## config.mk

```make
export PLATFORM = sky130hd
export DESIGN_NAME = pvs_top
export DESIGN_NICKNAME = d
export VERILOG_FILES = /design/src/hw/pvs_pkg.sv /design/src/hw/pvs_tracker.sv /design/src/hw/pvs_slicer.sv /design/src/hw/pvs_top.sv
export VERILOG_INCLUDE_DIRS = /design/src /design/src/hw
export SDC_FILE = /design/constraint.sdc
export NUM_CORES = 1
export LEC_CHECK = 0
export BUFFER_PORTS_ARGS = -buffer_cell sky130_fd_sc_hd__buf_2
export CORE_AREA = 2 2 115 117
export CTS_CLUSTER_SIZE = 8
export DETAILED_ROUTE_END_ITERATION = 7
export DIE_AREA = 0 0 117 119
export PLACE_DENSITY_LB_ADDON = 0.12
export SLEW_MARGIN = 20
export SYNTH_ARGS = -nofsm -noshare
export SYNTH_HDL_FRONTEND = slang
export SYNTH_SLANG_ARGS = --single-unit
```

## constraint.sdc

```tcl
create_clock -name clock -period 6.25 [get_ports clock]
set_input_delay 0.9375 -clock clock [delete_from_list [all_inputs] [get_ports clock]]
set_output_delay 0.9375 -clock clock [all_outputs]
set_load 0.1 [all_outputs]
```

## src/hw/pvs_map.svh

```systemverilog
// Reset values and counts of the peak and valley slicer.
`ifndef PVS_MAP_SVH
`define PVS_MAP_SVH

// Reference counter reset values.
`define PVS_PEAK_RESET      8'hc0
`define PVS_VALLEY_RESET    8'h40

// Step sizes of the reference counters.
`define PVS_SLOW_ATTACK     8'h02
`define PVS_SLOW_DECAY      8'h01
`define PVS_FAST_ATTACK     8'h04
`define PVS_FAST_DECAY      8'h08

// Decay interval counter loads.
`define PVS_DECAY_ONE       6'h01
`define PVS_DECAY_SLOW      6'h28

// Threshold coefficients in 256ths of the span.
`define PVS_COEF_LOW        8'h32
`define PVS_COEF_MID        8'h86
`define PVS_COEF_HIGH       8'hd9

// Counter limits.
`define PVS_LEVEL_MAX       8'hff
`define PVS_LEVEL_MIN       8'h00

`endif

```

## src/hw/pvs_pkg.sv

```systemverilog
// Types and decode function shared by the slicer modules.
package pvs_pkg;

    // Operating modes, one-hot coded.
    typedef enum logic [3:0] {
        PVS_OFF  = 4'b0001,
        PVS_FAST = 4'b0010,
        PVS_HOLD = 4'b0100,
        PVS_SLOW = 4'b1000
    } pvs_mode_t;

    // Decodes the two mode select levels into a mode.
    function automatic pvs_mode_t pvs_decode(input logic sel_a,
                                             input logic sel_b);
        pvs_mode_t m;
        m = PVS_OFF;
        unique case ({sel_a, sel_b})
            2'b00: m = PVS_OFF;
            2'b01: m = PVS_FAST;
            2'b10: m = PVS_HOLD;
            2'b11: m = PVS_SLOW;
        endcase
        return m;
    endfunction

endpackage

```

## src/hw/pvs_tracker.sv

```systemverilog
// One reference counter with its own decay interval counter.
`timescale 1ns/1ps
`include "pvs_map.svh"
module pvs_tracker
    import pvs_pkg::*;
#(
    parameter bit         IS_VALLEY = 1'b0,
    parameter logic [7:0] RESET_VAL = `PVS_PEAK_RESET
) (
    input  wire logic       clock,      // System clock.
    input  wire logic       rst_n,      // Synchronous reset, active low.
    input  wire logic       step_en,    // One pulse per device clock.
    input  wire logic       track_en,   // Tracking not inhibited.
    input  wire pvs_mode_t  mode,       // Sampled operating mode.
    input  wire logic [7:0] sample,     // Filter output sample.
    output logic      [7:0] level_reg,  // Reference level.
    output logic      [5:0] dcnt_reg    // Decay interval count.
);

    logic       above;
    logic       below;
    logic       attack;
    logic       decay;
    logic [7:0] step_amt;
    logic       step_up;
    logic [5:0] dcnt_next;
    logic [8:0] sum;
    logic [7:0] level_next;

    // Attack and decay directions differ for peak and valley.
    assign above  = sample > level_reg;
    assign below  = sample < level_reg;
    assign attack = IS_VALLEY ? below : above;
    assign decay  = IS_VALLEY ? above : below;

    // Chooses the step and the next decay interval count.
    always_comb begin
        step_amt  = 8'h00;
        step_up   = 1'b0;
        dcnt_next = dcnt_reg;
        if (mode == PVS_HOLD || mode == PVS_OFF) begin
            dcnt_next = `PVS_DECAY_ONE;
        end else if (track_en) begin
            if (attack) begin
                step_amt  = (mode == PVS_FAST) ? `PVS_FAST_ATTACK
                                               : `PVS_SLOW_ATTACK;
                step_up   = !IS_VALLEY;
                dcnt_next = `PVS_DECAY_ONE;
            end else if (decay) begin
                step_up = IS_VALLEY;
                if (mode == PVS_FAST) begin
                    step_amt  = `PVS_FAST_DECAY;
                    dcnt_next = `PVS_DECAY_ONE;
                end else if (dcnt_reg <= `PVS_DECAY_ONE) begin
                    step_amt  = `PVS_SLOW_DECAY;
                    dcnt_next = `PVS_DECAY_SLOW;
                end else begin
                    dcnt_next = dcnt_reg - 6'h01;
                end
            end
        end
    end

    // Saturating step of the level.
    always_comb begin
        sum        = {1'b0, level_reg} + {1'b0, step_amt};
        level_next = level_reg;
        if (step_up) begin
            level_next = sum[8] ? `PVS_LEVEL_MAX : sum[7:0];
        end else if (level_reg < step_amt) begin
            level_next = `PVS_LEVEL_MIN;
        end else begin
            level_next = level_reg - step_amt;
        end
    end

    // Counter register, advanced once per device clock.
    always_ff @(posedge clock) begin
        if (!rst_n) begin
            level_reg <= RESET_VAL;
            dcnt_reg  <= `PVS_DECAY_ONE;
        end else if (step_en) begin
            level_reg <= level_next;
            dcnt_reg  <= dcnt_next;
        end
    end

endmodule

```

## src/hw/pvs_slicer.sv

```systemverilog
// Three-threshold comparator giving the Gray coded symbol.
`timescale 1ns/1ps
`include "pvs_map.svh"
module pvs_slicer (
    input  wire logic       clock,     // System clock.
    input  wire logic       rst_n,     // Synchronous reset, active low.
    input  wire logic [7:0] peak,      // Upper reference.
    input  wire logic [7:0] valley,    // Lower reference.
    input  wire logic [7:0] sample,    // Filter output sample.
    output logic      [1:0] sym_reg    // Symbol, bit 0 least significant.
);

    logic [7:0]  span;
    logic [15:0] p_low;
    logic [15:0] p_mid;
    logic [15:0] p_high;
    logic [7:0]  t_low;
    logic [7:0]  t_mid;
    logic [7:0]  t_high;

    // A reversed pair of references gives a zero span.
    assign span   = (peak >= valley) ? peak - valley : 8'h00;
    assign p_low  = span * `PVS_COEF_LOW;
    assign p_mid  = span * `PVS_COEF_MID;
    assign p_high = span * `PVS_COEF_HIGH;
    assign t_low  = valley + p_low[15:8];
    assign t_mid  = valley + p_mid[15:8];
    assign t_high = valley + p_high[15:8];

    // Symbol register, updated every cycle.
    always_ff @(posedge clock) begin
        if (!rst_n) begin
            sym_reg <= 2'b00;
        end else if (sample < t_low) begin
            sym_reg <= 2'b00;
        end else if (sample < t_mid) begin
            sym_reg <= 2'b10;
        end else if (sample < t_high) begin
            sym_reg <= 2'b11;
        end else begin
            sym_reg <= 2'b01;
        end
    end

endmodule

```

## src/hw/pvs_top.sv

```systemverilog
// Control, mode decode and reference tracking of the symbol slicer.
`timescale 1ns/1ps
`include "pvs_map.svh"
// Function
// Control pins latched on device clock fall.
// Mode pins select off, fast, hold, slow.
// Bandwidth pin selects 1k or 2k filter.
// Track inhibit freezes both counters like hold.
// Separate 8-bit peak and valley counters.
// Peak attacks above level, decays below.
// Valley attacks below level, decays above.
// Slow attack steps by two per clock.
// Slow decay steps one per forty clocks.
// Attack wins over simultaneous decay.
// Interval loads one after attack, forty decay.
// Track inhibit gates decay interval counting.
// Peak and valley have separate interval counters.
// Thresholds at 50, 134, 217 of 256.
// Gray coded two-bit symbol output.
// Off mode stops counters, keeps their values.
// Partner supplies steady 38.4 kHz device clock; the model gives 6.25 MHz (HALF 8).
// Partner drives inhibit from its symbol clock.
// Fast mode steps four attack, eight decay.
// Hold freezes counters, interval loads one.
// Counters saturate at 0 and 255.
module pvs_top
    import pvs_pkg::*;
(
    input  wire logic       clock,            // System clock, 100 MHz.
    input  wire logic       rst_n,            // Synchronous reset.
    input  wire logic       device_clock,     // External device clock pin.
    input  wire logic       bandwidth_select, // Filter bandwidth pin.
    input  wire logic       mode_select_a,    // First mode pin.
    input  wire logic       mode_select_b,    // Second mode pin.
    input  wire logic       track_inhibit,    // High stops tracking.
    input  wire logic       test_select,      // Test pin, sampled only.
    input  wire logic [7:0] filter_output,    // Filtered signal sample.
    output logic            symbol_bit0,      // Symbol low bit.
    output logic            symbol_bit1,      // Symbol high bit.
    output logic            filter_bw_2k,     // High selects 2 kHz cutoff.
    output logic            low_power,        // High in off mode.
    output logic            test_active,      // Sampled test level.
    output logic      [7:0] peak_level,       // Upper reference level.
    output logic      [7:0] valley_level      // Lower reference level.
);

    logic [5:0] sync1_reg;
    logic [5:0] sync2_reg;
    logic       dclk_prev_reg;
    logic       fall_pulse;
    logic       rise_pulse;
    logic       bw_reg;
    logic       inhibit_reg;
    logic       test_reg;
    pvs_mode_t  mode_reg;
    logic [5:0] peak_dcnt;
    logic [5:0] valley_dcnt;
    logic [1:0] sym;

    // Two-stage synchronisers for the device clock and every control pin; the filter sample is not synchronised.
    always_ff @(posedge clock) begin
        if (!rst_n) begin
            sync1_reg <= 6'h00;
            sync2_reg <= 6'h00;
        end else begin
            sync1_reg <= {device_clock, bandwidth_select, mode_select_a,
                          mode_select_b, track_inhibit, test_select};
            sync2_reg <= sync1_reg;
        end
    end

    // Edge history of the synchronised device clock.
    always_ff @(posedge clock) begin
        if (!rst_n) begin
            dclk_prev_reg <= 1'b0;
        end else begin
            dclk_prev_reg <= sync2_reg[5];
        end
    end

    // Falling edge samples controls, rising edge steps the counters.
    assign fall_pulse = dclk_prev_reg & ~sync2_reg[5];
    assign rise_pulse = ~dclk_prev_reg & sync2_reg[5];

    // Control latch, loaded only on the device clock fall.
    always_ff @(posedge clock) begin
        if (!rst_n) begin
            bw_reg      <= 1'b0;
            inhibit_reg <= 1'b1;
            test_reg    <= 1'b0;
            mode_reg    <= PVS_OFF;
        end else if (fall_pulse) begin
            bw_reg      <= sync2_reg[4];
            mode_reg    <= pvs_decode(sync2_reg[3], sync2_reg[2]);
            inhibit_reg <= sync2_reg[1];
            test_reg    <= sync2_reg[0];
        end
    end

    // Status outputs, registered from the latched controls.
    always_ff @(posedge clock) begin
        if (!rst_n) begin
            filter_bw_2k <= 1'b0;
            low_power    <= 1'b1;
            test_active  <= 1'b0;
        end else begin
            filter_bw_2k <= bw_reg;
            low_power    <= (mode_reg == PVS_OFF);
            test_active  <= test_reg;
        end
    end

    // Peak reference counter.
    pvs_tracker #(
        .IS_VALLEY (1'b0),
        .RESET_VAL (`PVS_PEAK_RESET)
    ) u_peak (
        .clock     (clock),
        .rst_n     (rst_n),
        .step_en   (rise_pulse),
        .track_en  (!inhibit_reg),
        .mode      (mode_reg),
        .sample    (filter_output),
        .level_reg (peak_level),
        .dcnt_reg  (peak_dcnt)
    );

    // Valley reference counter.
    pvs_tracker #(
        .IS_VALLEY (1'b1),
        .RESET_VAL (`PVS_VALLEY_RESET)
    ) u_valley (
        .clock     (clock),
        .rst_n     (rst_n),
        .step_en   (rise_pulse),
        .track_en  (!inhibit_reg),
        .mode      (mode_reg),
        .sample    (filter_output),
        .level_reg (valley_level),
        .dcnt_reg  (valley_dcnt)
    );

    // Symbol comparator between the two references.
    pvs_slicer u_slicer (
        .clock   (clock),
        .rst_n   (rst_n),
        .peak    (peak_level),
        .valley  (valley_level),
        .sample  (filter_output),
        .sym_reg (sym)
    );

    // Symbol bits leave straight from the comparator register.
    assign symbol_bit0 = sym[0];
    assign symbol_bit1 = sym[1];
endmodule

```

## Word-level counts from Yosys, hierarchy flattened

Index checks and enable logic that the tools add are counted.

| cells by class | value |
|---|---|
| bitwise logic cells | 5 |
| reduce and logical (&&, ||, !) cells | 8 |
| mux-type cells | 42 |
| magnitude comparators | 12 |
| add/subtract/negate cells | 10 |
| equality and inequality tests | 7 |
| multipliers | 3 |

Operator list:

| operator | number |
|---|---|
| 8-bit 2-to-1 mux | 17 |
| 6-bit 2-to-1 mux | 12 |
| 8-bit < comparator | 7 |
| 8-bit subtractor | 3 |
| 8-bit by 8-bit adder with 9-bit output | 2 |
| 8-bit adder | 2 |
| 8-bit > comparator | 2 |
| 8-bit by 8-bit multiplier with 16-bit output, second input constant | 1 |
| 4-bit case mux with 4 select lines | 1 |
| 8-bit by 7-bit multiplier with 15-bit output, second input constant | 1 |
| 8-bit by 5-bit multiplier with 13-bit output, second input constant | 1 |
| 6-bit by 1-bit less-or-equal comparator with 1-bit output, second input constant | 2 |
| 6-bit by 1-bit subtractor with 6-bit output, second input constant | 2 |
| 1-bit 2-to-1 mux | 9 |
| 8-bit by 6-bit adder with 8-bit output | 1 |
| 8-bit greater-or-equal comparator | 1 |
| 3-bit AND reduction | 2 |
| 3-bit nonzero test | 2 |
| 2-bit == test, second input constant | 2 |
| 4-bit by 1-bit == test with 1-bit output, second input constant | 1 |
| 4-bit by 2-bit == test with 1-bit output, second input constant | 1 |
| 4-bit by 3-bit == test with 1-bit output, second input constant | 1 |
| 2-bit 2-to-1 mux | 2 |
| 3-bit 2-to-1 mux | 1 |
| other kinds (8) | 11 |

| word-level totals | value |
|---|---|
| flip-flop bits (word level) | 53 |
| logic and storage cells | 103 |
| input port bits | 16 |
| output and inout port bits | 21 |

## Depth between registers and ports, before layout

| depth | value |
|---|---|
| word-level depth | 10 |
| depth in mapped cells | 36 |
| depth with buffers taken out | 35 |

## Hierarchy

Synthesis repeated with hierarchy kept, for this count alone.

| second synthesis, totals | value |
|---|---|
| cells, all modules | 902 |
| area total of the unflattened synthesis | 7678.6 um^2 |

By module, submodules not included:

| module | area an instance (um^2) | times used | cells an instance | sequential area each (um^2) |
|---|---|---|---|---|
| pvs_slicer | 3727.3 | 1 | 430 | 40.0 |
| pvs_tracker (u_peak) | 1631.6 | 1 | 206 | 280.3 |
| pvs_tracker (u_valley) | 1600.3 | 1 | 200 | 280.3 |
| pvs_top | 719.4 | 1 | 66 | 460.4 |

## Worst setup path after synthesis

OpenSTA, ideal clock, no wires.

| path | value |
|---|---|
| path kind | flip-flop to flip-flop |
| start point | reg u_peak.level_reg[1] |
| end point | reg u_slicer.sym_reg[1] |
| period minus slack after synthesis | 7.648 ns |
| required time | 6.128 ns |
| setup time | 0.122 ns |
| buffers on the path | 1 |
| stages on the path, launching flop included | 36 |
| arrival time | 7.526 ns |
| setup slack | -1.398 ns |
| cells stage by stage | dfxtp_1 -> inv_1 -> fa_1 -> nand2b_1 -> o2bb2ai_2 -> a21oi_2 -> nor2_2 -> clkbuf_1 -> nor2_1 -> ha_1 -> ha_1 -> xor2_1 -> fa_1 -> inv_1 -> fa_1 -> inv_1 -> ha_1 -> nand2_1 -> nor2_1 -> o2111ai_1 -> o22ai_1 -> o21a_1 -> nor2_1 -> ha_1 -> a21oi_1 -> nand2_1 -> a21oi_1 -> o21bai_1 -> a21o_1 -> a21oi_1 -> xnor2_1 -> xnor2_1 -> ha_1 -> nor2_1 -> a21oi_1 -> a21oi_1 |

| between the ends | value |
|---|---|
| word-level cells in the longest chain between the ends | 7 |
| elaborated cells on any way between the ends | 15 |
| those cells by class | 4 x add/sub; 3 x mul; 4 x order compare; 3 x mux; 1 x reduce/logical |

Ends and longest elaborated chain:

| what | line | RTL |
|---|---|---|
| start, declared | pvs_tracker.sv:16 | `output logic [7:0] level_reg,` |
| start signal, assigned | pvs_tracker.sv:83 | `level_reg <= level_next;` |
| 8-bit subtractor or 8-bit greater-or-equal comparator (tied branches) | pvs_slicer.sv:22 | `assign span = (peak >= valley) ? peak - valley : 8'h00;` |
| 8-bit 2-to-1 mux * | pvs_slicer.sv:22 |  |
| 8-bit by 8-bit multiplier with 16-bit output (no source line) | -- |  |
| 8-bit adder | pvs_slicer.sv:28 | `assign t_high = valley + p_high[15:8];` |
| 8-bit < comparator | pvs_slicer.sv:38 | `end else if (sample < t_high) begin` |
| 2-bit 2-to-1 mux | pvs_slicer.sv:38 |  |
| 2-bit 2-to-1 mux | pvs_slicer.sv:36 | `end else if (sample < t_mid) begin` |
| end signal, assigned | pvs_slicer.sv:35 | `sym_reg <= 2'b00;` |
| end signal, assigned | pvs_slicer.sv:37 | `sym_reg <= 2'b10;` |
| end signal, assigned | pvs_slicer.sv:39 | `sym_reg <= 2'b11;` |
| end, declared | pvs_slicer.sv:10 | `output logic [1:0] sym_reg` |

Every way passes the cells marked *; elsewhere a longest branch is shown, timed or not.
A chain may end at the register's enable or synchronous reset.

## Final worst setup path

| path | value |
|---|---|
| start point | reg u_peak.level_reg[0] |
| end point | reg u_slicer.sym_reg[1] |

The elaborated chain is that of the path after synthesis.

==> summary.md <==
| Metric | Value |
|---|---|
| Area of the multi-input gates | `0.00619 mm^2` |
| Nets | `1154` |
| Share of flip-flops with an asynchronous set or reset | `0%` |
| CP startpoint kind | `register` |
| Syn-to-layout area delta | `21.4%` |
| Starting Density | `55.9%` |
| Critical path type | `reg2reg` |
| Port bufs | `36` |
| Seq cells post-synth | `53` |
| Register area share after synthesis | `14.8%` |
| CTS sink cnt | `53` |
| Largest family of logic cells by synthesized area | `adder cells` |
| Synth Warn # | `0` |
| Num rows | `42` |
| Placed cells | `1125` |
| Dpl hpwl | `15500 um` |
| Crit. End Element | `register` |
| Synth unique cells | `76` |
| Iter 0 DRT Violations | `317` |
| DRC errors left | `0` |
| WL/cell | `16.7 um` |
| Mux contribution to synthesized area | `1.11%` |
| Drt pass-1 iters | `5` |
| Critical path fanouts, max | `7` |
| Initial antenna violation count | `0` |
| Via count | `6668` |
| Leakage power | `4.17 nW` |
| Max Cap Viol | `0` |
| Top-Level Pins | `37` |
| Clk pin slew, worst setup/hold paths | `0.08 ns` |
| CTS tree | `built` |
| Number of enable flip-flop cells after synthesis | `0` |
| Pins Over Slew Limit | `0` |
| CTS buffer count | `5` |
| Final core utilization | `67.8%` |
| Post-Synth XOR/XNOR Area | `6.87%` |
| Reg area | `0.00110 mm^2` |
| Core area | `0.0129 mm^2` |
| Setup violators final | `1` |
| Fraction of layout cells with a size suffix above 1 | `23.0%` |
| Antenna viol nets, final | `0` |
| Ant diodes | `0` |
| Synth Area per Inst | `8.24 um^2` |
| Gpl congestion | `0.949` |
| Die width | `117 um` |
| Area of the mapped netlist | `0.00719 mm^2` |
| Post-Synth Simple-Gate Area | `18.2%` |
| Root Buffer | `clkbuf_16` |
| Vias in the first global route | `6731` |
| GRT Residual Overflow | `0` |
| Maximum VDD drop | `220 uV` |
| Clk buf depth | `2` |
| Critical Path Max Stage Delay | `0.49 ns` |
| Share of the synthesized area in the top cell type | `26.1%` |
| # fillers | `1064` |
| Crit path arrival time | `6.62 ns` |
| GRT Total Usage | `27.8%` |
| Synth Flop Type | `dfxtp_1` |
| Largest net degree at the start of global routing | `54` |
| Top cell by count, worst path | `ha_4` |
| H-Tree Depth | `2` |
| Final cell count without fillers | `1145` |
| Worst hold path type | `reg2reg` |
| Global-route wire length before repair | `31100 um` |
| Slew HR | `29.6%` |
| Slowest cell on crit path | `fa_1` |
| Syn Nets | `1059` |
| Cell Pwr Density | `341 mW/mm^2` |
| RSZ-0062 raised after global routing | `yes` |
| Worst Path Required | `6.48 ns` |
| Total length of routed wires | `19200 um` |
| Tot Pwr | `2.98 mW` |
| Status | `finished, violations left` |
| Leading post-synthesis cells by cell area | `ha_1, dfxtp_1, fa_1` |
| Area leader, netlist | `ha_1` |
| Die Span Y | `119 um` |
| Clock Latency Late Sink | `0.30 ns` |
| Setup WS post-layout | `-0.142 ns` |
| Max Clock Skew | `0.00776 ns` |
| Compound-Gate Fraction of Synth Area | `22.3%` |
| Highest clock rate | `156 MHz` |
| Die Area | `0.0139 mm^2` |
| Final worst path period share | `102%` |
| Number of hold violations in the final report | `0` |
| Failing checks | `setup timing` |
| Post-synthesis adder-cell area fraction | `31.7%` |
| Syn Inst Count | `873` |
| Vias per cell | `5.82` |
| Worst-margin pin slew | `1.05 ns` |
| Post-route minimum period | `6.39 ns` |
## timing repair
action,CTS,global route
gates cloned,0,0
hold buffers,0,0
buffers inserted,6,6
resized for setup,8,44
setup endpoints to repair,2,2
pin swaps,17,44
## power breakdown
part	total (mW)	internal (mW)	leakage (nW)	switching, mW
logic	2.32	1.14	3.64	1.18
clock network	0.308	0.176	0.0841	0.132
registers	0.355	0.347	0.439	0.00835
## per-layer routing
metal | wire length, um | share of wire (%) | GRT usage (%) | vias up
met4 | 760 | 4.0 | 12.0 | 0
li1 | - | - | - | 3297
met3 | 555 | 2.9 | 2.75 | 59
met2 | 10000 | 52 | 51.7 | 174
met5 | 0 | 0 | 0 | -
met1 | 7800 | 41 | 31.5 | 3138
## kinds of logic (layout without fill, tap and decap cells)
logic type | Yosys count | after routing
flip-flops | 53 | 53
adder cells (fa/ha/maj) | 170 | 170
XOR/XNOR | 54 | 54
buffers and inverters | 96 | 192
multiplexers | 8 | 8
AND/OR/NAND/NOR | 258 | 258
AO/OA/AOI/OAI | 234 | 234
## worst max-delay path: cells and delay by family, from the launching register on
family / cells / cell delay, ns
AO/OA/AOI/OAI: 12 / 1.72
XOR/XNOR: 3 / 0.43
adder cells (fa/ha/maj): 9 / 2.78
buffers and inverters: 3 / 0.14
flip-flops: 1 / 0.36
AND/OR/NAND/NOR: 8 / 0.89
## stage by stage
stage / hold WS (ns) / setup WS (ns) / setup TNS [ns] / cell area (um^2)
3_5_place_dp: 0.419 / -0.128 / -0.158 / 8210
5_1_grt: 0.455 / -0.454 / -0.547 / 8730
2_1_floorplan: 0.412 / -0.279 / -0.279 / 7430
6_report: 0.434 / -0.142 / -0.142 / 8730
3_3_place_gp: 0.415 / 0.0461 / 0 / 8210
4_1_cts: 0.436 / -0.000846 / -0.000846 / 8460
## final timing paths
path                       start                  end  slack, ns  cells after the start
min reg2reg         sync1_reg[0]         sync2_reg[0]       0.43                      1
min                 sync1_reg[0]         sync2_reg[0]       0.43                      1
max reg2reg  u_peak.level_reg[0]  u_slicer.sym_reg[1]      -0.14                     35
max          u_peak.level_reg[0]  u_slicer.sym_reg[1]      -0.14                     35
## layout make-up
class / count / share of cell area (%)
clock buffers: 6 / 1.72
clock inverters: 2 / 0.229
repair buffers: 114 / 8.94
multi-input cells: 724 / 70.9
inverters: 70 / 3.08
flip-flops and latches: 53 / 12.6
well taps: 176 / 2.52
## synthesized netlist by cell type (all sizes together) (9+ instances only)
library cell    n
nand3          12
or2            10
o21a           15
nand2b         10
clkbuf         22
xnor2          37
nand4          12
o21bai         16
a21o           27
dfxtp          53
o21ai          40
ha            150
inv            70
and2           25
nor2           71
nor2b          21
a21boi          9
xor2           16
nand2          48
fa             20
a21oi          66
nor3           23
## cell usage in the layout (no fill, tap or decap), types with 6 or more instances in the layout
| cell | count |
|---|---|
| clkbuf_16 | 6 |
| o21bai_1 | 13 |
| a21oi_1 | 53 |
| nand2_1 | 47 |
| o21a_1 | 15 |
| a21o_1 | 27 |
| and2_1 | 25 |
| ha_1 | 133 |
| dfxtp_1 | 38 |
| fa_1 | 19 |
| dfxtp_2 | 6 |
| nand3_1 | 11 |
| mux2i_1 | 8 |
| buf_2 | 36 |
| or2_2 | 7 |
| or3_1 | 8 |
| buf_4 | 75 |
| inv_1 | 64 |
| nand4_1 | 12 |
| a21oi_2 | 12 |
| a31oi_1 | 8 |
| xor2_1 | 14 |
| ha_4 | 16 |
| nor2b_1 | 18 |
| xnor2_1 | 33 |
| nand2b_1 | 9 |
| o21ai_0 | 30 |
| nor2_1 | 62 |
| nor3_1 | 22 |
| dfxtp_4 | 9 |
Note: power is estimated with default switching activity, not from simulation.
